**config.mk**
```make
export PLATFORM = sky130hd
export DESIGN_NAME = nsq_host
export DESIGN_NICKNAME = d
export VERILOG_FILES = /design/src/nsq_pkg.sv /design/src/nsq_cycle_timer.sv /design/src/nsq_host.sv
export SDC_FILE = /design/constraint.sdc
export NUM_CORES = 1
export LEC_CHECK = 0
export BUFFER_PORTS_ARGS = -buffer_cell sky130_fd_sc_hd__buf_2
export CAP_MARGIN = 0
export CORE_ASPECT_RATIO = 0.8
export CORE_UTILIZATION = 55
export DETAILED_ROUTE_END_ITERATION = 10
export PLACE_DENSITY = 0.91
export SLEW_MARGIN = 20
export SYNTH_ARGS = -nofsm -noshare
export SYNTH_HDL_FRONTEND = slang
export SYNTH_SLANG_ARGS = --single-unit
export TNS_END_PERCENT = 20
```
**constraint.sdc**
```tcl
create_clock -name clk_sys_in -period 3.3 [get_ports clk_sys_in]
set_clock_uncertainty 0.15 [all_clocks]
set_input_delay 0.495 -clock clk_sys_in [delete_from_list [all_inputs] [get_ports clk_sys_in]]
set_output_delay 0.495 -clock clk_sys_in [all_outputs]
set_load 0.02 [all_outputs]
```
**src/nsq_pkg.sv**
```systemverilog
package nsq_pkg;

   // ------------------------------------------------------------------
   // Widths and sequence
   // ------------------------------------------------------------------
   localparam int NSQ_ADDR_W = 19;
   localparam int NSQ_DATA_W = 16;
   localparam int NSQ_SEQ_LEN = 6;
   localparam int NSQ_STEP_W = 3;

   localparam logic [15:0] NSQ_PREFIX_0 = 16'h4e38;
   localparam logic [15:0] NSQ_PREFIX_1 = 16'hb1c7;
   localparam logic [15:0] NSQ_PREFIX_2 = 16'h83e0;
   localparam logic [15:0] NSQ_PREFIX_3 = 16'h7c1f;
   localparam logic [15:0] NSQ_PREFIX_4 = 16'h703f;
   localparam logic [15:0] NSQ_CMD_STORE = 16'h8fc0;
   localparam logic [15:0] NSQ_CMD_RECALL = 16'h4c63;
   localparam logic [15:0] NSQ_CMD_ASAVE_OFF = 16'h8b45;
   localparam logic [15:0] NSQ_CMD_ASAVE_ON = 16'h4b46;

   // Only bits 14..2 are decoded by the memory
   localparam int NSQ_DEC_HI = 14;
   localparam int NSQ_DEC_LO = 2;

   // ------------------------------------------------------------------
   // Timing
   // ------------------------------------------------------------------
   localparam int NSQ_CLK_NS = 50;
   localparam int NSQ_T_ACC_NS = 50;
   localparam int NSQ_T_BUSY_OUT_NS = 100;
   localparam int NSQ_T_RECALL_NS = 200000;
   localparam int NSQ_T_STORE_NS = 8000000;

   localparam int NSQ_ACC_RAW = (NSQ_T_ACC_NS + NSQ_CLK_NS - 1) / NSQ_CLK_NS;
   localparam int NSQ_ACC_CYC = (NSQ_ACC_RAW < 1) ? 1 : NSQ_ACC_RAW;
   localparam int NSQ_BUSY_OUT_RAW = (NSQ_T_BUSY_OUT_NS + NSQ_CLK_NS - 1) / NSQ_CLK_NS;
   localparam int NSQ_BUSY_OUT_CYC = (NSQ_BUSY_OUT_RAW < 1) ? 1 : NSQ_BUSY_OUT_RAW;
   localparam int NSQ_RECALL_CYC = (NSQ_T_RECALL_NS + NSQ_CLK_NS - 1) / NSQ_CLK_NS;
   localparam int NSQ_STORE_CYC = (NSQ_T_STORE_NS + NSQ_CLK_NS - 1) / NSQ_CLK_NS;

   localparam int NSQ_TMR_W = 32;

   // ------------------------------------------------------------------
   // Reset values
   // ------------------------------------------------------------------
   localparam logic NSQ_ASAVE_RST = 1'b1;

   // ------------------------------------------------------------------
   // Commands
   // ------------------------------------------------------------------
   typedef enum logic [2:0] {
      NSQ_OP_READ,
      NSQ_OP_WRITE,
      NSQ_OP_RECALL,
      NSQ_OP_STORE,
      NSQ_OP_ASAVE_OFF,
      NSQ_OP_ASAVE_ON
   } nsq_op_t;

   // Address of one step of a software sequence
   function automatic logic [NSQ_ADDR_W-1:0] nsq_seq_addr(input logic [NSQ_STEP_W-1:0] step,
                                                          input nsq_op_t op);
      logic [15:0] a;
      a = NSQ_PREFIX_0;
      case (step)
         3'h0: a = NSQ_PREFIX_0;
         3'h1: a = NSQ_PREFIX_1;
         3'h2: a = NSQ_PREFIX_2;
         3'h3: a = NSQ_PREFIX_3;
         3'h4: a = NSQ_PREFIX_4;
         default: begin
            case (op)
               NSQ_OP_STORE: a = NSQ_CMD_STORE;
               NSQ_OP_ASAVE_OFF: a = NSQ_CMD_ASAVE_OFF;
               NSQ_OP_ASAVE_ON: a = NSQ_CMD_ASAVE_ON;
               default: a = NSQ_CMD_RECALL;
            endcase
         end
      endcase
      // Bits 18..16 held at zero, undecoded bits 15 and 1..0 copied from the table word
      nsq_seq_addr = '0;
      nsq_seq_addr[NSQ_DEC_HI:NSQ_DEC_LO] = a[NSQ_DEC_HI:NSQ_DEC_LO];
      nsq_seq_addr[1:0] = a[1:0];
      nsq_seq_addr[15] = a[15];
   endfunction

   function automatic logic nsq_is_seq(input nsq_op_t op);
      nsq_is_seq = (op != NSQ_OP_READ) && (op != NSQ_OP_WRITE);
   endfunction

endpackage
```
**src/nsq_cycle_timer.sv**
```systemverilog
`timescale 1ns/1ps
module nsq_cycle_timer
   import nsq_pkg::*;
#(
   parameter int W = NSQ_TMR_W
) (
   input wire logic clk_sys_in,
   input wire logic srst_in,
   input wire logic load_in,
   input wire logic [W-1:0] count_in,
   output logic expire_out
);

   logic [W-1:0] cnt_r;

   // ------------------------------------------------------------------
   // Elaboration checks
   // ------------------------------------------------------------------
   if (W < 2) begin : g_bad_w
      $error("nsq_cycle_timer: counter width must be at least two");
   end

   // ------------------------------------------------------------------
   // Down counter: expire is high in the count_in-th cycle after load
   // ------------------------------------------------------------------
   always_ff @(posedge clk_sys_in) begin
      if (srst_in) begin
         cnt_r <= '0;
      end else if (load_in) begin
         cnt_r <= count_in;
      end else if (cnt_r != '0) begin
         cnt_r <= cnt_r - 1'b1;
      end
   end

   assign expire_out = (cnt_r == {{(W-1){1'b0}}, 1'b1}) && !load_in;

endmodule // nsq_cycle_timer

```
**src/nsq_host.sv**
```systemverilog
`timescale 1ns/1ps
module nsq_host
   import nsq_pkg::*;
#(
   parameter int RECALL_CYC = NSQ_RECALL_CYC,
   parameter int STORE_CYC = NSQ_STORE_CYC,
   parameter bit BOOT_ASAVE_ON = 1'b1
) (
   input wire logic clk_sys_in,
   input wire logic srst_in,
   // User side
   input wire logic start_in,
   input wire nsq_op_t op_in,
   input wire logic [NSQ_ADDR_W-1:0] addr_in,
   input wire logic [NSQ_DATA_W-1:0] wdata_in,
   input wire logic upper_byte_enable_n_in,
   input wire logic lower_byte_enable_n_in,
   output logic busy_out,
   output logic done_out,
   output logic [NSQ_DATA_W-1:0] rdata_out,
   output logic asave_on_out,
   // Memory side
   output logic chip_sel_n_out,
   output logic write_en_n_out,
   output logic out_en_n_out,
   output logic upper_byte_enable_n_out,
   output logic lower_byte_enable_n_out,
   output logic [NSQ_ADDR_W-1:0] mem_addr_out,
   input wire logic [NSQ_DATA_W-1:0] dq_in,
   output logic [NSQ_DATA_W-1:0] dq_out,
   output logic dq_oe_out,
   input wire logic store_busy_n_in
);

   typedef enum {
      NSQ_S_IDLE,
      NSQ_S_SETUP,
      NSQ_S_STROBE,
      NSQ_S_GAP,
      NSQ_S_NV,
      NSQ_S_BUSYW,
      NSQ_S_SETTLE,
      NSQ_S_FINISH
   } nsq_state_t;

   // ------------------------------------------------------------------
   // Elaboration checks
   // ------------------------------------------------------------------
   if (RECALL_CYC < 1 || STORE_CYC < 1) begin : g_bad_cyc
      $error("nsq_host: nonvolatile cycle counts must be at least one");
   end

   nsq_state_t state_r;
   nsq_op_t op_r;
   logic [NSQ_STEP_W-1:0] step_r;
   logic [NSQ_ADDR_W-1:0] uaddr_r;
   logic [NSQ_DATA_W-1:0] wdata_r;
   logic ube_n_r;
   logic lbe_n_r;
   logic boot_pending_r;
   logic busy_r;
   logic done_r;
   logic [NSQ_DATA_W-1:0] rdata_r;
   logic asave_r;
   logic ce_n_r;
   logic we_n_r;
   logic oe_n_r;
   logic mube_n_r;
   logic mlbe_n_r;
   logic [NSQ_ADDR_W-1:0] maddr_r;
   logic [NSQ_DATA_W-1:0] dq_r;
   logic dq_oe_r;
   logic tmr_load;
   logic [NSQ_TMR_W-1:0] tmr_count;
   logic tmr_expire;
   logic seq_last;
   logic take;

   assign seq_last = (step_r == 3'(NSQ_SEQ_LEN - 1));
   // Memory is disabled while it holds its busy line low
   assign take = (state_r == NSQ_S_IDLE) && store_busy_n_in && (start_in || boot_pending_r);

   // ------------------------------------------------------------------
   // Cycle timer
   // ------------------------------------------------------------------
   always_comb begin
      tmr_load = 1'b0;
      tmr_count = NSQ_TMR_W'(NSQ_ACC_CYC);
      if (state_r == NSQ_S_SETUP) begin
         tmr_load = 1'b1;
      end else if (state_r == NSQ_S_GAP && nsq_is_seq(op_r) && seq_last) begin
         tmr_load = 1'b1;
         tmr_count = (op_r == NSQ_OP_RECALL) ? NSQ_TMR_W'(RECALL_CYC) : NSQ_TMR_W'(STORE_CYC);
      end else if (state_r == NSQ_S_BUSYW && store_busy_n_in) begin
         tmr_load = 1'b1;
         tmr_count = NSQ_TMR_W'(NSQ_BUSY_OUT_CYC);
      end
   end

   nsq_cycle_timer #(
      .W(NSQ_TMR_W)
   ) u_timer (
      .clk_sys_in(clk_sys_in),
      .srst_in(srst_in),
      .load_in(tmr_load),
      .count_in(tmr_count),
      .expire_out(tmr_expire)
   );

   // ------------------------------------------------------------------
   // Sequencer
   // ------------------------------------------------------------------
   always_ff @(posedge clk_sys_in) begin
      if (srst_in) begin
         state_r <= NSQ_S_IDLE;
         op_r <= NSQ_OP_READ;
         step_r <= '0;
      end else begin
         case (state_r)
            NSQ_S_IDLE: begin
               if (take) begin
                  op_r <= boot_pending_r ? NSQ_OP_ASAVE_ON : op_in;
                  step_r <= '0;
                  state_r <= NSQ_S_SETUP;
               end
            end
            NSQ_S_SETUP: begin
               state_r <= NSQ_S_STROBE;
            end
            NSQ_S_STROBE: begin
               if (tmr_expire) begin
                  state_r <= NSQ_S_GAP;
               end
            end
            NSQ_S_GAP: begin
               // The sequence runs uninterrupted, so no foreign access aborts it
               if (!nsq_is_seq(op_r)) begin
                  state_r <= NSQ_S_FINISH;
               end else if (!seq_last) begin
                  step_r <= step_r + 1'b1;
                  state_r <= NSQ_S_SETUP;
               end else if (op_r == NSQ_OP_ASAVE_OFF || op_r == NSQ_OP_ASAVE_ON) begin
                  op_r <= NSQ_OP_STORE;
                  step_r <= '0;
                  state_r <= NSQ_S_SETUP;
               end else begin
                  state_r <= NSQ_S_NV;
               end
            end
            NSQ_S_NV: begin
               if (tmr_expire) begin
                  state_r <= NSQ_S_BUSYW;
               end
            end
            NSQ_S_BUSYW: begin
               if (store_busy_n_in) begin
                  state_r <= NSQ_S_SETTLE;
               end
            end
            NSQ_S_SETTLE: begin
               if (tmr_expire) begin
                  state_r <= NSQ_S_FINISH;
               end
            end
            default: begin
               state_r <= NSQ_S_IDLE;
            end
         endcase
      end
   end

   // ------------------------------------------------------------------
   // Request capture and user status
   // ------------------------------------------------------------------
   always_ff @(posedge clk_sys_in) begin
      if (srst_in) begin
         uaddr_r <= '0;
         wdata_r <= '0;
         ube_n_r <= 1'b1;
         lbe_n_r <= 1'b1;
         boot_pending_r <= BOOT_ASAVE_ON;
         busy_r <= 1'b0;
         done_r <= 1'b0;
         rdata_r <= '0;
         asave_r <= NSQ_ASAVE_RST;
      end else begin
         done_r <= (state_r == NSQ_S_FINISH);
         if (take) begin
            uaddr_r <= addr_in;
            wdata_r <= wdata_in;
            ube_n_r <= boot_pending_r ? 1'b0 : upper_byte_enable_n_in;
            lbe_n_r <= boot_pending_r ? 1'b0 : lower_byte_enable_n_in;
            boot_pending_r <= 1'b0;
            busy_r <= 1'b1;
         end else if (state_r == NSQ_S_FINISH) begin
            busy_r <= 1'b0;
         end
         if (state_r == NSQ_S_STROBE && tmr_expire && op_r == NSQ_OP_READ) begin
            rdata_r <= dq_in;
         end
         if (state_r == NSQ_S_GAP && seq_last && op_r == NSQ_OP_ASAVE_OFF) begin
            asave_r <= 1'b0;
         end else if (state_r == NSQ_S_GAP && seq_last && op_r == NSQ_OP_ASAVE_ON) begin
            asave_r <= 1'b1;
         end
      end
   end

   // ------------------------------------------------------------------
   // Memory pins
   // ------------------------------------------------------------------
   always_ff @(posedge clk_sys_in) begin
      if (srst_in) begin
         ce_n_r <= 1'b1;
         we_n_r <= 1'b1;
         oe_n_r <= 1'b1;
         mube_n_r <= 1'b1;
         mlbe_n_r <= 1'b1;
         maddr_r <= '0;
         dq_r <= '0;
         dq_oe_r <= 1'b0;
      end else if (state_r == NSQ_S_SETUP) begin
         ce_n_r <= 1'b0;
         if (nsq_is_seq(op_r)) begin
            maddr_r <= nsq_seq_addr(step_r, op_r);
            we_n_r <= 1'b1;
            mube_n_r <= 1'b0;
            mlbe_n_r <= 1'b0;
            // Store and recall leave the bus floating on the command read
            oe_n_r <= seq_last && (op_r == NSQ_OP_STORE || op_r == NSQ_OP_RECALL);
            dq_oe_r <= 1'b0;
         end else begin
            maddr_r <= uaddr_r;
            mube_n_r <= ube_n_r;
            mlbe_n_r <= lbe_n_r;
            we_n_r <= (op_r != NSQ_OP_WRITE);
            oe_n_r <= (op_r == NSQ_OP_WRITE);
            dq_r <= wdata_r;
            dq_oe_r <= (op_r == NSQ_OP_WRITE);
         end
      end else if (state_r == NSQ_S_STROBE && tmr_expire) begin
         ce_n_r <= 1'b1;
         we_n_r <= 1'b1;
         oe_n_r <= 1'b1;
         dq_oe_r <= 1'b0;
      end
   end

   assign busy_out = busy_r;
   assign done_out = done_r;
   assign rdata_out = rdata_r;
   assign asave_on_out = asave_r;
   assign chip_sel_n_out = ce_n_r;
   assign write_en_n_out = we_n_r;
   assign out_en_n_out = oe_n_r;
   assign upper_byte_enable_n_out = mube_n_r;
   assign lower_byte_enable_n_out = mlbe_n_r;
   assign mem_addr_out = maddr_r;
   assign dq_out = dq_r;
   assign dq_oe_out = dq_oe_r;

endmodule // nsq_host

```
* Word-level counts from Yosys, hierarchy flattened *
Cells that the tools add are included.
W data, S select, Z words.

storage, ports and cells
  input bits = 60
  word-level logic and storage cells = 137
  output and inout port bits = 60
  register bits after elaboration = 168

operators by class
  eq/ne operators = 32
  $add $sub $neg = 2
  reductions and logical operators = 32
  mux-type cells = 49
  bitwise logic cells = 1

operator list
  kind                     count
  $mux W32                 7
  $pmux W32 S7             1
  $eq A32 B3 Y1 const B    5
  $eq A32 B2 Y1 const B    3
  $pmux W16 S5             1
  $eq A32 B1 Y1 const B    2
  $eq A32 B4 Y1 const B    2
  $logic_not A32 Y1        2
  $mux W18                 3
  $pmux W16 S3             1
  $mux W3                  12
  $reduce_bool A32 Y1      1
  $sub A32 B1 Y32 const B  1
  $mux W1                  20
  $mux W19                 1
  $ne A2 B2 Y1 const B     8
  $logic_and A1 B1 Y1      13
  $eq A3 B2 Y1 const B     4
  $eq A3 B3 Y1 const B     4
  $pmux W3 S2              2
  $reduce_and A5 Y1        2
  $reduce_bool A2 Y1       5
  $eq A3 B1 Y1 const B     2
  $logic_not A3 Y1         2
  other kinds (10)         12

* Logic depth before layout (Yosys ltp) *
Gate-level depths: netlist (run 1).

  depth after elaboration = 11
  mapped depth = 8
  depth with buffers taken out = 7

* Modules after synthesis *
A second synthesis (run 1) with hierarchy kept.

unflattened totals
  cell total of the unflattened synthesis = 720
  area, all modules = 6272.3 sq um

modules (own cells, without submodules)
  module           seq. area each (sq um)  instances  cells an instance  area an instance (sq um)
  nsq_host         2142.1                  1          489                4316.6
  nsq_cycle_timer  640.6                   1          231                1955.6

* Worst setup path before layout (run 1) *
OpenSTA, ideal clock, no wires.

  kind = reg2reg
  from = register u_timer.cnt_r[0]
  to = register u_timer.cnt_r[25]
  cell stages (with the launch flop) = 9
  path buffers = 1
  library setup time = 0.070 ns
  path slack = 0.974 ns
  arrival time = 2.106 ns
  period minus slack after synthesis = 2.326 ns
  required time = 3.080 ns
  path through = dfxtp_1 -> inv_1 -> ha_1 -> nor3b_1 -> and2_1 -> clkbuf_1 -> a211o_1 -> or4_1 -> a21oi_1

between the ends
  cells in the longest elaborated chain, start to end = 3
  elaborated cells between the ends (all ways) = 5
  classes of those cells = add/sub: 1; mux: 2; reduce/logical: 2

ends and longest elaborated chain
  element                 line                   RTL
  from (decl)             nsq_cycle_timer.sv:14  logic [W-1:0] cnt_r;
  from (signal assigned)  nsq_cycle_timer.sv:30  cnt_r <= count_in;
  from (signal assigned)  nsq_cycle_timer.sv:32  cnt_r <= cnt_r - 1'b1;
  $sub A32 B1 Y32         nsq_cycle_timer.sv:32
  $mux W32                nsq_cycle_timer.sv:31  end else if (cnt_r != '0) begin
  $mux W32                nsq_cycle_timer.sv:29  end else if (load_in) begin

Parallel ways exist; a longest one is shown, timed or not. The select of a mux whose other input is x is not followed.
A chain may end at the register's enable or synchronous reset.

* Worst setup path after layout (run 1) *
  from = register u_timer.cnt_r[1]
  to = register u_timer.cnt_r[1]

Same word-level chain as after synthesis.

==> results of run 1 <==
-- cell families after synthesis --
| logic type | synth area share [%] |
|---|---|
| simple gates | 26.71 |
| compound gates | 16.98 |
| flops | 46.62 |
| buf+inv | 3.836 |
| mux | 3.019 |
| xor+xnor | 2.201 |
| fa+ha+maj | 0.6290 |
-- placed cells by master, fill, tap and decap left out, types with 3 or more instances in the layout --
master      synthesis  final
a211o_1             8      8
a211oi_1            7      7
a21o_1              3      3
a21oi_1            97     97
a221oi_1            4      4
a311oi_1            3      3
a31oi_1             3      3
and2_1              4      4
and3_1              5      5
and4_1              3      3
buf_2               3    118
buf_4               1     15
bufinv_16           0      3
clkbuf_16           0     17
clkinvlp_4          0      3
dfxtp_1           139    139
ha_1                3      3
inv_1               7      7
inv_6               0      3
mux2i_1            18     18
nand2_1           140    140
nand2b_1            4      4
nand3_1            11     11
nand3b_1            6      6
nand4_1             7      7
nand4b_1            4      4
nor2_1             69     69
nor2b_1             4      4
nor3_1             21     21
nor3b_1             5      5
nor4_1             14     14
o211ai_1            9      9
o21ai_0            16     16
o31ai_1             6      6
or2_2               9      9
or3_1               7      7
or4_1              10     10
xnor2_1            11     11
xor2_1              4      4
-- critical path: stages (launching register included) --
cell	delay (ns)
dfxtp_1	0.33
inv_1	0.13
ha_1	0.23
nor3b_1	0.47
nand2_1	0.35
nor3_4	0.41
a221oi_1	0.18
a311oi_1	0.33
-- registers in the layout, summed over array words and instances, names as in the netlist, 3 cells and up --
name / cells
mem_addr_out: 19
dq_out: 16
step_r: 3
rdata_out: 16
u_timer.cnt_r: 32
state_r: 3
op_r: 3
uaddr_r: 19
wdata_r: 16
-- path summary, 6_finish.rpt --
kind	startpoint	end	slack, ns	cells after the start
max reg2reg	u_timer.cnt_r[1]	u_timer.cnt_r[1]	0.62	7
max	u_timer.cnt_r[1]	u_timer.cnt_r[1]	0.62	7
min	addr_in[17]	uaddr_r[17]	0.16	3
min reg2reg	wdata_r[10]	dq_out[10]	0.30	2
-- synth_stat cells, types with 4 or more instances --
library cell	count	area [um^2]
nand2_1	140	525.5
dfxtp_1	139	2783
a21oi_1	97	485.5
nor2_1	69	259.0
clkbuf_1	47	176.4
nor3_1	21	105.1
mux2i_1	18	180.2
o21ai_0	16	80.08
nor4_1	14	87.58
nand3_1	11	55.05
xnor2_1	11	96.34
or4_1	10	75.07
o211ai_1	9	67.56
or2_2	9	56.30
a211o_1	8	70.07
a211oi_1	7	52.55
inv_1	7	26.28
nand4_1	7	43.79
or3_1	7	43.79
nand3b_1	6	45.04
o31ai_1	6	45.04
and3_1	5	31.28
nor3b_1	5	37.54
a221oi_1	4	35.03
and2_1	4	25.02
nand2b_1	4	25.02
nand4b_1	4	35.03
nor2b_1	4	25.02
xor2_1	4	35.03
-- metal layers --
metal	part of all wire (%)	routed length [um]	vias up	GRT usage (%)
met2	46	7226	288	44.80
met1	44	6872	2670	35.93
met5	0	0	-	0
met4	1.9	296	0	11.50
li1	-	-	2780	-
met3	7.5	1162	30	6.340
-- where the power goes --
group	internal, uW	total [uW]	switching, uW
logic	1110	2970	1860
registers	1980	2300	314
clock network	1240	1980	748
-- final cells by class --
| type | instances | area [um^2] |
|---|---|---|
| clock buffers | 20 | 456.7 |
| flip-flops and latches | 139 | 2783 |
| well taps | 140 | 175.2 |
| clock inverters | 12 | 161.4 |
| fillers | 784 | 3143 |
| inverters | 7 | 26.28 |
| repair buffers | 133 | 703.2 |
| multi-input cells | 536 | 2957 |
-- per-stage QoR --
step                      hold WS [ns]  std cells  setup slack, ns  power, uW  instance area (um^2)
after CTS                       0.1543        987           0.6900       7208                  7262
after global routing            0.1606        987           0.3974       7690                  7262
final                           0.1592        987           0.6194       7250                  7262
after global placement          0.2884        955           0.8224       5100                  6644
after floorplan                 0.2768        734           0.9740       4205                  5968
after detailed placement        0.2939        955           0.7193       5177                  6644
==> impl_metrics.yaml, run 1 <==
finish:
  syn_to_final_growth_pct: 21.68
  antennaDiodeCount: 0
  final_core_utilization_pct: 69.79
  fin_nets: 897
  drive_gt1_share_pct: 21.02
synth:
  syn_area_um2: 5968
  synthArstFlopShare_pct: 0
  ys_seq_elements: 139
  syn_nets: 797
  synthFlopType: "dfxtp_1"
  yosysWarnings: 0
  yosysSeqAreaShare_pct: 46.62
  synth_edf_count: 0
  synth_cell_types: 54
  syn_inst: 734
  synth.avg_cell_area_um2: 8.131
die:
  rows: 33
  fp.dieH_um: 95.17
  die_x_um: 118.5
  die_area_um2: 11270
  ios: 120
  core-area_um2: 10410
  start_util_pct: 57.36
worst_setup_path:
  crit_fanout: 10
  start_kind: "register"
  cp.arrival_ns: 2.84
  critPathRequiredTime_ns: 3.46
  worstSetupEndpointType: "register"
  worstSetupPathType: "register to register"
routing:
  wl_um: 15560
  wl_per_cell_um: 15.76
  drtIter0Drc: 532
  antenna_left: 0
  vias_per_cell: 5.844
  dr.pass1.iters: 5
  num_vias: 5768
  drc: 0
global_routing:
  grt_use_total_pct: 27.65
  grt_pass1_wl_um: 24700
  grt_max_degree: 77
  grt-ovfl-total: 0
  first_global_vias: 5175
  antenna_found_initial: 0
clock_network:
  path_clk_slew_ns: 0.06
  cts-buffers-inserted: 17
  cts_resized: 0
  cts_buffer_depth: 2
  cts_hold_buf: 0
  tritoncts: "done"
  post_cts_buffers: 0
  cts_root_buf: "clkbuf_16"
  numClockSinks: 139
  clock_latency_ns: 0.42
  cts_max_level: 4
placed_design:
  numPortBuffers: 119
  dp_hpwl_um: 9683
  place_congestion: 0.8942
timing:
  hold_viol_final: 0
  final-setup-viol-count: 0
  setup_tns_ns: 0
  tightestPinTransition_ns: 0.8425
  timing.slew.headroom_pct: 43.63
  finalCritPeriodShare_pct: 81.23
  rsz0062_at_grt: "false"
  finalMaxSlewViolations: 0
  fmax_mhz: 373.0
  fin_crit_ns: 2.681
power:
  power.density_nw_per_um2: 998.4
  peakVddDrop_uv: 685.5
  power.static_leakage_uw: 0.002925
worst_hold_path:
  hp-class: "input pin to register"
outcome:
  status: "finished clean"
flow_run:
  cap_violations: 0
No activity file was read; power rests on OpenSTA's default activity.
==> run 2, diff against run 1 <==
--- a/config.mk
+++ b/config.mk
@@ -8,9 +8,9 @@
 export BUFFER_PORTS_ARGS = -buffer_cell sky130_fd_sc_hd__buf_2
 export CAP_MARGIN = 0
 export CORE_ASPECT_RATIO = 0.8
-export CORE_UTILIZATION = 55
+export CORE_UTILIZATION = 49
 export DETAILED_ROUTE_END_ITERATION = 10
-export PLACE_DENSITY = 0.91
+export PLACE_DENSITY = 0.86
 export SLEW_MARGIN = 20
 export SYNTH_ARGS = -nofsm -noshare
 export SYNTH_HDL_FRONTEND = slang
==> constraint.sdc (replaced) <==
create_clock -name clk_sys_in -period 2.2 [get_ports clk_sys_in]
set_clock_uncertainty 0.15 [all_clocks]
set_input_delay 0.33 -clock clk_sys_in [delete_from_list [all_inputs] [get_ports clk_sys_in]]
set_output_delay 0.33 -clock clk_sys_in [all_outputs]
set_load 0.02 [all_outputs]
==> impl_metrics.yaml, run 2 (synthesized netlist as in run 1, its figures left out) <==
die:
  start_util_pct: 51.04
  ios: 120
  die_area_um2: 12630
  core-area_um2: 11690
  fp.dieH_um: 100.7
  rows: 35
  die_x_um: 125.4
worst_setup_path:
  r2r_setup_slack_ns: 0.06
  crit_fanout: 6
  cp.arrival_ns: 2.34
  critPathLaunch: "u_timer.cnt_r[0]"
  rr_startpoint: "u_timer.cnt_r[0]"
  worstSetupPathType: "register to register"
  start_kind: "register"
  r2r_end: "u_timer.cnt_r[25]"
  worstSetupEndpointType: "register"
  reg2regPathDepth: 7
  critPathRequiredTime_ns: 2.40
finish:
  regMostFlops: "u_timer.cnt_r"
  final_cell_mix: "nand2_1 (140), dfxtp_1 (133), buf_2 (118)"
  final_core_utilization_pct: 66.75
  num-fill-cells: 881
  final_common_cell: "nand2_1"
  seqCellArea_um2: 2790
  antennaDiodeCount: 0
  largest_reg_flops: 32
  fin_nets: 947
  drive_gt1_share_pct: 26.76
  multi_input_area_um2: 3070
  syn_to_final_growth_pct: 30.78
timing:
  fin_crit_ns: 2.138
  setup_ws_ns: 0.06213
  timing.slew.headroom_pct: 54.74
  finalCritPeriodShare_pct: 97.18
  final-setup-viol-count: 0
  finalMaxSlewViolations: 0
  setup_tns_ns: 0
  tightestPinTransition_ns: 0.6789
  fmax_mhz: 467.8
  hold_viol_final: 0
  whs_ns: 0.006206
clock_network:
  clock_latency_ns: 0.41
  numClockSinks: 139
  cts-buffers-inserted: 17
  path_clk_slew_ns: 0.06
  cts_buffer_depth: 2
  tritoncts: "done"
  cts_root_buf: "clkbuf_16"
  post_cts_buffers: 0
  cts_max_level: 4
routing:
  drc: 12
  antenna_left: 0
  dr.pass1.iters: 8
  wl_um: 16360
  wl_per_cell_um: 15.66
  num_vias: 5964
  drtIter0Drc: 597
  vias_per_cell: 5.707
global_routing:
  grt_use_total_pct: 25.92
  grt-ovfl-total: 0
  first_global_vias: 5355
  grt_pass1_wl_um: 26100
  grt_max_degree: 69
  antenna_found_initial: 0
power:
  combPwrFrac_pct: 46.9
  power_uw: 12000
  power.static_leakage_uw: 0.003205
  internal-power_uw: 7233
  p_sw_uw: 4765
  clkPwrFrac_pct: 24.0
  peakVddDrop_uv: 1088
  p_sw_share_pct: 39.71
  power.density_nw_per_um2: 1537
  seq_power_share_pct: 29.0
placed_design:
  numPortBuffers: 119
  dp_hpwl_um: 10340
  place_congestion: 0.8675
  dp_slack_ns: -0.01301
worst_hold_path:
  min_path_cells: 3
  hp-start: "dq_in[12]"
  holdPathEnd: "rdata_out[12]"
  hp-class: "input pin to register"
flow_run:
  cap_violations: 0
outcome:
  violations: "DRC"
  status: "finished, violations left"
[run 2: cell count changes in the layout (fill, tap and decap cells not counted), sizes merged]
cell	delta
bufinv	-1
inv	+4
buf	+39
dlygate4sd3	+11
clkinv	-2
clkbuf	-1
[run 2: critical path, cell delays in order, from the launching register on]
cell and delay (ns):
dfxtp_2 0.37, inv_2 0.07, ha_2 0.18, nor3b_2 0.17
and2_4 0.17, a211o_4 0.36, or4_1 0.47, a21oi_1 0.13
[run 2: how the worst max path moves through the flow]
stage | to | slack [ns]
finish | u_timer.cnt_r[25] | 0.06
global route | rdata_out[13] | -0.02
CTS | u_timer.cnt_r[17] | 0.007
detailed placement | u_timer.cnt_r[1] | -0.01
global placement | rdata_out[4] | 0.01
floorplan | u_timer.cnt_r[27] | -0.003
[run 2: routing by layer]
metal / part of all wire (%) / up-vias / global-route usage (%)
li1: - / 2879 / -
met1: 44 / 2760 / 34.29
met2: 46 / 288 / 41.47
met3: 8.0 / 37 / 5.786
met4: 2.3 / 0 / 10.13
met5: 0 / - / 0
[run 2: area by class of cell]
class / count / share of cell area [%]
Inverter: 7 / 0.3366
Multi-Input combinational cell: 536 / 39.34
Timing Repair Buffer: 183 / 14.54
Tap cell: 148 / 2.373
Clock inverter: 13 / 1.988
Clock buffer: 19 / 5.675
Sequential cell: 139 / 35.75
[run 2: per-stage QoR]
| stage | std cells | instance area [um^2] |
|---|---|---|
| 3_5_place_dp | 1002 | 6975 |
| 3_3_place_gp | 1002 | 6975 |
| 4_1_cts | 1045 | 7709 |
| 6_report | 1045 | 7805 |
| 5_1_grt | 1045 | 7805 |
| 2_1_floorplan | 734 | 5982 |
[run 2: power by group through the flow]
stage          Combinational [uW]  Clock (uW)  Sequential, uW
2_1_floorplan                2950           0            3390
3_3_place_gp                 5030           0            3390
3_5_place_dp                 5130           0            3420
4_1_cts                      5270        2900            3380
5_1_grt                      6170        3040            3540
6_report                     5630        2880            3480
[run 2: repair_timing]
action                     4_1_cts  5_1_grt
resized for setup                5       23
pin swaps                        2        8
hold buffers                    11        0
hold endpoints to repair        11        0
setup endpoints to repair       10       32
